--- src/bvs_pkg.sv ---
package bvs_pkg;
  // Phase counter: one character period is sixteen system clocks
  localparam int unsigned PHASE_W      = 4;
  localparam int unsigned PIXEL_DIV    = 2;
  localparam int unsigned CHAR_DIV     = 16;
  localparam int unsigned PIX_PER_CHAR = CHAR_DIV / PIXEL_DIV;

  // Memory word and address layout
  localparam int unsigned WORD_W     = 16;
  localparam int unsigned PLANE_W    = 8;
  localparam int unsigned CMA_W      = 12;
  localparam int unsigned RSCAN_W    = 2;
  localparam int unsigned WADDR_W    = RSCAN_W + CMA_W;
  localparam int unsigned HALF_W     = 7;
  localparam int unsigned MADDR_W    = 8;
  localparam int unsigned LOW_LSB    = 0;
  localparam int unsigned HIGH_LSB   = 8;

  // Slot phases inside one character period
  localparam logic [3:0] PH_CPU_BASE = 4'h0;
  localparam logic [3:0] PH_CRT_BASE = 4'h8;
  localparam logic [2:0] SUB_COL     = 3'h4;
  localparam logic [2:0] SUB_RAS     = 3'h1;
  localparam logic [3:0] PH_FETCH    = 4'hE;
  localparam logic [3:0] PH_LOAD     = 4'hF;

  // Raster geometry in characters and scan lines
  localparam logic [5:0] H_DISP  = 6'h33;
  localparam logic [5:0] H_LAST  = 6'h3F;
  localparam logic [8:0] V_DISP  = 9'h130;
  localparam logic [8:0] V_LAST  = 9'h13F;
  localparam logic [1:0] RS_LAST = 2'h3;
endpackage

--- src/bvs_serializer.sv ---
`timescale 1ns/1ns
`default_nettype none
module bvs_serializer (
  input  wire logic                          mclk_in,
  input  wire logic                          rst_n_in,
  input  wire logic                          cpu_req_in,
  input  wire logic [bvs_pkg::WADDR_W-1:0]   cpu_addr_in,
  input  wire logic                          cpu_mem_wait_n_in,
  input  wire logic [bvs_pkg::WORD_W-1:0]    mem_data_in,
  output logic [bvs_pkg::MADDR_W-1:0]        mem_addr_out,
  output logic                               mem_ras_n_out,
  output logic                               mem_cas_n_out,
  output logic                               mem_crt_slot_out,
  output logic                               pixel_on_out,
  output logic                               half_bright_n_out,
  output logic                               video_display_enable_out,
  output logic                               cpu_mem_wait_n_out
);
  logic [bvs_pkg::PHASE_W-1:0] phase;
  logic                        pixel_en;
  logic                        char_en;

  bvs_timing u_timing (
    .mclk_in      (mclk_in),
    .rst_n_in     (rst_n_in),
    .phase_out    (phase),
    .pixel_en_out (pixel_en),
    .char_en_out  (char_en)
  );

  // Raster scan state
  logic [5:0]                    h_cnt;
  logic [8:0]                    v_cnt;
  logic [bvs_pkg::CMA_W-1:0]     row_base;
  logic [bvs_pkg::CMA_W-1:0]     char_mem_addr;
  logic [bvs_pkg::HALF_W-1:0]    refresh_row;
  logic                          cpu_go;
  logic [5:0]                    next_h_cnt;
  logic [8:0]                    next_v_cnt;
  logic [bvs_pkg::CMA_W-1:0]     next_row_base;
  logic [bvs_pkg::CMA_W-1:0]     next_char_mem_addr;
  logic [bvs_pkg::HALF_W-1:0]    next_refresh_row;
  logic                          next_cpu_go;
  logic [bvs_pkg::RSCAN_W-1:0]   row_scan;
  logic                          raw_display_enable;

  assign row_scan = v_cnt[1:0];
  assign raw_display_enable = (h_cnt < bvs_pkg::H_DISP) && (v_cnt < bvs_pkg::V_DISP);

  always_comb
  begin
    next_h_cnt         = h_cnt;
    next_v_cnt         = v_cnt;
    next_row_base      = row_base;
    next_char_mem_addr = char_mem_addr;
    next_refresh_row   = refresh_row;
    next_cpu_go        = cpu_go;
    if (char_en)
    begin
      // Request must stand before the period starts to win the processor slot
      next_cpu_go = cpu_req_in;
      if (!cpu_go)
        next_refresh_row = refresh_row + 7'h01;
      if (h_cnt == bvs_pkg::H_LAST)
      begin
        next_h_cnt = 6'h00;
        if (v_cnt == bvs_pkg::V_LAST)
        begin
          next_v_cnt         = 9'h000;
          next_row_base      = 12'h000;
          next_char_mem_addr = 12'h000;
        end
        else if (row_scan == bvs_pkg::RS_LAST)
        begin
          next_v_cnt         = v_cnt + 9'h001;
          next_row_base      = row_base + {6'h00, bvs_pkg::H_DISP};
          next_char_mem_addr = row_base + {6'h00, bvs_pkg::H_DISP};
        end
        else
        begin
          next_v_cnt         = v_cnt + 9'h001;
          next_char_mem_addr = row_base;
        end
      end
      else
      begin
        next_h_cnt = h_cnt + 6'h01;
        // Keeps counting through retrace; the moving address doubles as refresh
        next_char_mem_addr = char_mem_addr + 12'h001;
      end
    end
  end

  always_ff @(posedge mclk_in or negedge rst_n_in)
  begin
    if (!rst_n_in)
    begin
      h_cnt         <= 6'h00;
      v_cnt         <= 9'h000;
      row_base      <= 12'h000;
      char_mem_addr <= 12'h000;
      refresh_row   <= 7'h00;
      cpu_go        <= 1'b0;
    end
    else
    begin
      h_cnt         <= next_h_cnt;
      v_cnt         <= next_v_cnt;
      row_base      <= next_row_base;
      char_mem_addr <= next_char_mem_addr;
      refresh_row   <= next_refresh_row;
      cpu_go        <= next_cpu_go;
    end
  end

  // Memory strobes and multiplexed address
  logic [bvs_pkg::WADDR_W-1:0]   crt_word_addr;
  logic [bvs_pkg::WADDR_W-1:0]   slot_addr;
  logic [2:0]                    sub;
  logic                          crt_slot;
  logic                          slot_cas_ok;
  logic [bvs_pkg::MADDR_W-1:0]   next_mem_addr;
  logic                          next_mem_ras_n;
  logic                          next_mem_cas_n;

  assign crt_word_addr = {row_scan, char_mem_addr};
  assign crt_slot      = phase[3];
  assign sub           = phase[2:0];
  assign slot_cas_ok   = crt_slot || cpu_go;

  always_comb
  begin
    if (crt_slot)
      slot_addr = crt_word_addr;
    else if (cpu_go)
      slot_addr = cpu_addr_in;
    else
      slot_addr = {7'h00, refresh_row};
    if (sub < bvs_pkg::SUB_COL)
      next_mem_addr = {1'b0, slot_addr[bvs_pkg::HALF_W-1:0]};
    else
      next_mem_addr = {1'b0, slot_addr[bvs_pkg::WADDR_W-1:bvs_pkg::HALF_W]};
    next_mem_ras_n = !(sub >= bvs_pkg::SUB_RAS);
    // Idle processor slots run RAS-only refresh cycles
    next_mem_cas_n = !((sub > bvs_pkg::SUB_COL) && slot_cas_ok);
  end

  always_ff @(posedge mclk_in or negedge rst_n_in)
  begin
    if (!rst_n_in)
    begin
      mem_addr_out     <= 8'h00;
      mem_ras_n_out    <= 1'b1;
      mem_cas_n_out    <= 1'b1;
      mem_crt_slot_out <= 1'b0;
    end
    else
    begin
      mem_addr_out     <= next_mem_addr;
      mem_ras_n_out    <= next_mem_ras_n;
      mem_cas_n_out    <= next_mem_cas_n;
      mem_crt_slot_out <= crt_slot;
    end
  end

  // Fetch, plane shift registers and output latch
  logic [bvs_pkg::WORD_W-1:0]    fetch_word;
  logic                          fetch_de;
  logic [bvs_pkg::PLANE_W-1:0]   full_plane;
  logic [bvs_pkg::PLANE_W-1:0]   half_plane;
  logic                          load_de;
  logic                          load_n;
  logic [bvs_pkg::WORD_W-1:0]    next_fetch_word;
  logic                          next_fetch_de;
  logic [bvs_pkg::PLANE_W-1:0]   next_full_plane;
  logic [bvs_pkg::PLANE_W-1:0]   next_half_plane;
  logic                          next_load_de;
  logic                          next_pixel_on;
  logic                          next_half_bright_n;
  logic                          next_vde;
  logic                          next_wait_n;
  logic                          full_bit;
  logic                          half_bit;

  assign load_n   = !(phase == bvs_pkg::PH_LOAD);
  assign full_bit = full_plane[bvs_pkg::PLANE_W-1];
  assign half_bit = half_plane[bvs_pkg::PLANE_W-1];

  always_comb
  begin
    next_fetch_word    = fetch_word;
    next_fetch_de      = fetch_de;
    next_full_plane    = full_plane;
    next_half_plane    = half_plane;
    next_load_de       = load_de;
    next_pixel_on      = pixel_on_out;
    next_half_bright_n = half_bright_n_out;
    next_vde           = video_display_enable_out;
    next_wait_n        = cpu_mem_wait_n_out;
    if (phase == bvs_pkg::PH_FETCH)
    begin
      next_fetch_word = mem_data_in;
      next_fetch_de   = raw_display_enable;
    end
    if (pixel_en)
    begin
      if (!load_n)
      begin
        next_full_plane = fetch_word[bvs_pkg::LOW_LSB +: bvs_pkg::PLANE_W];
        next_half_plane = fetch_word[bvs_pkg::HIGH_LSB +: bvs_pkg::PLANE_W];
        next_load_de    = fetch_de;
      end
      else
      begin
        next_full_plane = {full_plane[bvs_pkg::PLANE_W-2:0], 1'b0};
        next_half_plane = {half_plane[bvs_pkg::PLANE_W-2:0], 1'b0};
      end
      // Full plane wins when both bits are set
      next_pixel_on      = load_de && (full_bit || half_bit);
      next_half_bright_n = !(load_de && half_bit && !full_bit);
      next_vde           = load_de;
      next_wait_n        = cpu_mem_wait_n_in;
    end
  end

  always_ff @(posedge mclk_in or negedge rst_n_in)
  begin
    if (!rst_n_in)
    begin
      fetch_word               <= 16'h0000;
      fetch_de                 <= 1'b0;
      full_plane               <= 8'h00;
      half_plane               <= 8'h00;
      load_de                  <= 1'b0;
      pixel_on_out             <= 1'b0;
      half_bright_n_out        <= 1'b1;
      video_display_enable_out <= 1'b0;
      cpu_mem_wait_n_out       <= 1'b1;
    end
    else
    begin
      fetch_word               <= next_fetch_word;
      fetch_de                 <= next_fetch_de;
      full_plane               <= next_full_plane;
      half_plane               <= next_half_plane;
      load_de                  <= next_load_de;
      pixel_on_out             <= next_pixel_on;
      half_bright_n_out        <= next_half_bright_n;
      video_display_enable_out <= next_vde;
      cpu_mem_wait_n_out       <= next_wait_n;
    end
  end
endmodule
`default_nettype wire

--- src/bvs_timing.sv ---
`timescale 1ns/1ns
`default_nettype none
module bvs_timing (
  input  wire logic                        mclk_in,
  input  wire logic                        rst_n_in,
  output logic [bvs_pkg::PHASE_W-1:0]      phase_out,
  output logic                             pixel_en_out,
  output logic                             char_en_out
);
  logic [bvs_pkg::PHASE_W-1:0] phase;
  logic [bvs_pkg::PHASE_W-1:0] next_phase;

  always_comb
  begin
    next_phase = phase + 4'h1;
  end

  always_ff @(posedge mclk_in or negedge rst_n_in)
  begin
    if (!rst_n_in)
      phase <= 4'h0;
    else
      phase <= next_phase;
  end

  assign phase_out    = phase;
  assign pixel_en_out = phase[0];
  assign char_en_out  = (phase == bvs_pkg::PH_LOAD);
endmodule
`default_nettype wire

--- config.mk ---
export PLATFORM = sky130hd
export DESIGN_NAME = bvs_serializer
export DESIGN_NICKNAME = d
export VERILOG_FILES = /design/src/bvs_pkg.sv /design/src/bvs_serializer.sv /design/src/bvs_timing.sv
export SDC_FILE = /design/constraint.sdc
export NUM_CORES = 1
export LEC_CHECK = 0
export ABC_CLOCK_PERIOD_IN_PS = 2380
export BUFFER_PORTS_ARGS = -buffer_cell sky130_fd_sc_hd__buf_2
export CAP_MARGIN = 20
export CELL_PAD_IN_SITES_DETAIL_PLACEMENT = 0
export CELL_PAD_IN_SITES_GLOBAL_PLACEMENT = 1
export CORE_ASPECT_RATIO = 1.75
export CORE_UTILIZATION = 46
export DETAILED_ROUTE_END_ITERATION = 10
export PLACE_DENSITY_LB_ADDON = 0.25
export SYNTH_ARGS = -nofsm -noshare
export SYNTH_HDL_FRONTEND = slang
export SYNTH_SLANG_ARGS = --single-unit
export TNS_END_PERCENT = 10
--- constraint.sdc ---
create_clock -name mclk_in -period 2.38 [get_ports mclk_in]
set_input_delay 0.119 -clock mclk_in [delete_from_list [all_inputs] [get_ports mclk_in]]
set_output_delay 0.119 -clock mclk_in [all_outputs]
set_load 0.02 [all_outputs]
==> impl_metrics.env <==
export IMPL_dpl_cell_count=632
export IMPL_holdCritPathClass="in -> reg"
export IMPL_cap_violations=0
export IMPL_syn2layout_area_growth_pct=16.5
export IMPL_p_leak_nw=2.40
export IMPL_cpMostUsedCell="nand2_1"
export IMPL_reg2reg_slack_ns=0.25
export IMPL_setup_viol=0
export IMPL_ys_warn_count=0
export IMPL_yosysSeqAreaShare_pct=53.0
export IMPL_powerDensity_mw_per_mm2=631
export IMPL_synth_flop_cell="dfrtp_1"
export IMPL_fin_cells=651
export IMPL_critPathSlowestCell="or3_1"
export IMPL_dieArea_sq_mm=0.0106
export IMPL_power_total_mw=3.44
export IMPL_final_max_slew_viol_count=0
export IMPL_postLayoutCoreUtil_pct=55.1
export IMPL_status="complete, no violations"
export IMPL_min_period_ns=2.13
export IMPL_dr_pass1_iters=4
export IMPL_clk_pin_slew_worst_paths_ns=0.07
export IMPL_syn_num_nets=511
export IMPL_end_kind="flip-flop"
export IMPL_cts_sinks=99
export IMPL_dieWidth_um=78.3
export IMPL_critical_path_max_stage_delay_ns=0.46
export IMPL_synth_cell_area_sq_mm=0.00468
export IMPL_grt_antenna_before_repair=0
export IMPL_io_pins=49
export IMPL_n_antenna_cell=0
export IMPL_hold_violations=0
export IMPL_cts_root_buf="clkbuf_16"
export IMPL_slew_limit_headroom_pct=64.1
export IMPL_grt_max_degree=60
export IMPL_cts_resized_gates=0
export IMPL_critPathArrivalTime_ns=2.36
export IMPL_async_reset_ff_share_pct=100
export IMPL_start_util_pct=47.3
export IMPL_rsz0062_at_grt="no"
export IMPL_grt_pass1_vias=3550
export IMPL_crit_chain="ha_1, nand2_1, or3_1, nor2_4, nand2_1, o311ai_0"
export IMPL_cp_start_kind="flip-flop"
export IMPL_grt_usage_pct=21.1
export IMPL_wl_per_cell_um=15.5
export IMPL_required_ns=2.60
export IMPL_core_rowCount=48
export IMPL_initialDrtViolationCount=248
export IMPL_vias=3613
export IMPL_nNetsFinal=564
export IMPL_grt_pass1_wl_um=17300
export IMPL_fill_cells=897
export IMPL_clk_insertion_delay_late_ns=0.34
export IMPL_ir_worst_vdd_v=0.000401
export IMPL_synth_cell_type_count=48
export IMPL_drcViolationCount=0
export IMPL_portBuffers=47
export IMPL_numCtsBuffers=9
export IMPL_ys_ff_latch=99
export IMPL_synth_edf_count=0
export IMPL_setup_tns_ns=0
export IMPL_syn_instance_count=468
export IMPL_gp_congestion=0.844
export IMPL_totalWireLength_um=10100
export IMPL_drtAntennaViolNets=0
export IMPL_post_route_period_util_pct=89.6
export IMPL_skew_ns=0.00574
export IMPL_syn_area_per_cell_sq_um=10.0
export IMPL_crit_fanout=17
export IMPL_grt_overflow=0
export IMPL_coreArea_sq_mm=0.00991
export IMPL_fmax_mhz=469
export IMPL_viasPerCell=5.55
export IMPL_dp_hpwl_um=7120
export IMPL_tightestPinTransition_ns=0.539
export IMPL_critical_path_class="reg -> reg"
export IMPL_cts_tree="yes"
export IMPL_drive_above_1_share_pct=20.3
export IMPL_clk_path_buf_depth=2
export IMPL_fp_dieH_um=135
export IMPL_htreeDepth=3
per-layer routing:
| layer | wire, um | GRT usage (%) | vias up |
|---|---|---|---|
| met5 | 0 | 0 | - |
| met4 | 311 | 9.98 | 0 |
| met3 | 282 | 3.16 | 20 |
| met2 | 5330 | 35.8 | 78 |
| met1 | 4160 | 26.3 | 1748 |
| li1 | - | - | 1767 |
worst max-delay path: cells and delay by family (launching register included):
family / cells / cell delay [ns]
and+or+nand+nor: 4 / 1.21
adders and majority gates: 1 / 0.26
AOI/OAI and AO/OA: 1 / 0.13
DFF: 1 / 0.43
cell families (layout without fill, tap and decap cells):
kind of cell,count (synthesis),after routing,share of synthesized area (%)
and+or+nand+nor,165,165,16.6
other,1,1,0.0801
adders and majority gates,9,9,2.40
DFF,99,99,53.0
muxes,20,20,4.81
AOI/OAI and AO/OA,113,113,15.0
xor gates and xnor gates,29,29,5.42
buffers and inverters,32,90,2.72
area by class of cell:
cell class | count | area, sq um | share of cell area (%)
clock buffers | 10 | 229 | 4.20
flip-flops and latches | 99 | 2480 | 45.5
multi-input cells | 337 | 2070 | 38.0
well taps | 125 | 156 | 2.87
inverters | 10 | 37.5 | 0.688
clock inverters | 6 | 90.1 | 1.65
repair buffers | 64 | 385 | 7.06
flip-flops by register name, summed over array words and instances, names as in the netlist, 4 cells and up:
| register | cells |
|---|---|
| fetch_word | 16 |
| char_mem_addr | 12 |
| row_base | 12 |
| v_cnt | 9 |
| full_plane | 8 |
| half_plane | 8 |
| mem_addr_out | 7 |
| refresh_row | 7 |
| h_cnt | 6 |
| u_timing.phase_out | 4 |
cells in the final DEF, fill, tap and decap left out, types with 10 or more instances in the layout:
master   instances
a21oi_1         12
a31oi_1         21
nand2_1         82
xor2_1          15
dfrtp_1         95
o22ai_1         11
buf_4           14
buf_2           46
nor2_1          25
mux2_2          20
nand3_1         14
o21ai_0         36
inv_1           10
xnor2_1         14
stage by stage:
step / area (sq um) / worst slack (ns) / hold WS [ns]
2_1_floorplan: 4680 / 0.292 / -0.177
3_3_place_gp: 5110 / 0.263 / 0.136
3_5_place_dp: 5110 / 0.249 / 0.141
4_1_cts: 5460 / 0.234 / 0.0000452
5_1_grt: 5460 / 0.103 / 0.000623
6_report: 5460 / 0.247 / 0.0106
where the power goes:
group | total [mW] | internal (mW) | switching [mW]
sequential | 1.75 | 1.73 | 0.0241
clock | 1.54 | 0.923 | 0.620
combinational | 0.148 | 0.0652 | 0.0826
cells in the mapped netlist (10+ instances only):
cell type	instances	area [sq um]
clkbuf_1	17	63.8
nor2_1	25	93.8
nand3_1	14	70.1
o21ai_0	36	180
mux2_2	20	225
a31oi_1	21	131
a21oi_1	12	60.1
xnor2_1	14	123
inv_1	10	37.5
dfrtp_1	95	2380
xor2_1	15	131
nand2_1	82	308
o22ai_1	11	68.8
timing repair:
item,in CTS,in global routing
buffers inserted,0,0
hold buffers,3,0
endpoints found under the hold margin,40,0
worst paths after layout:
kind	depth (start not counted)	start	end
min	2	mem_data_in[1]	fetch_word[1]
min reg2reg	1	refresh_row[6]	refresh_row[6]
min in group asynchronous	2	rst_n_in	char_mem_addr[3]
max reg2reg	6	h_cnt[0]	char_mem_addr[8]
max in group asynchronous	3	rst_n_in	half_bright_n_out
max	6	h_cnt[0]	char_mem_addr[8]
Power figures use the tool's default switching activity.
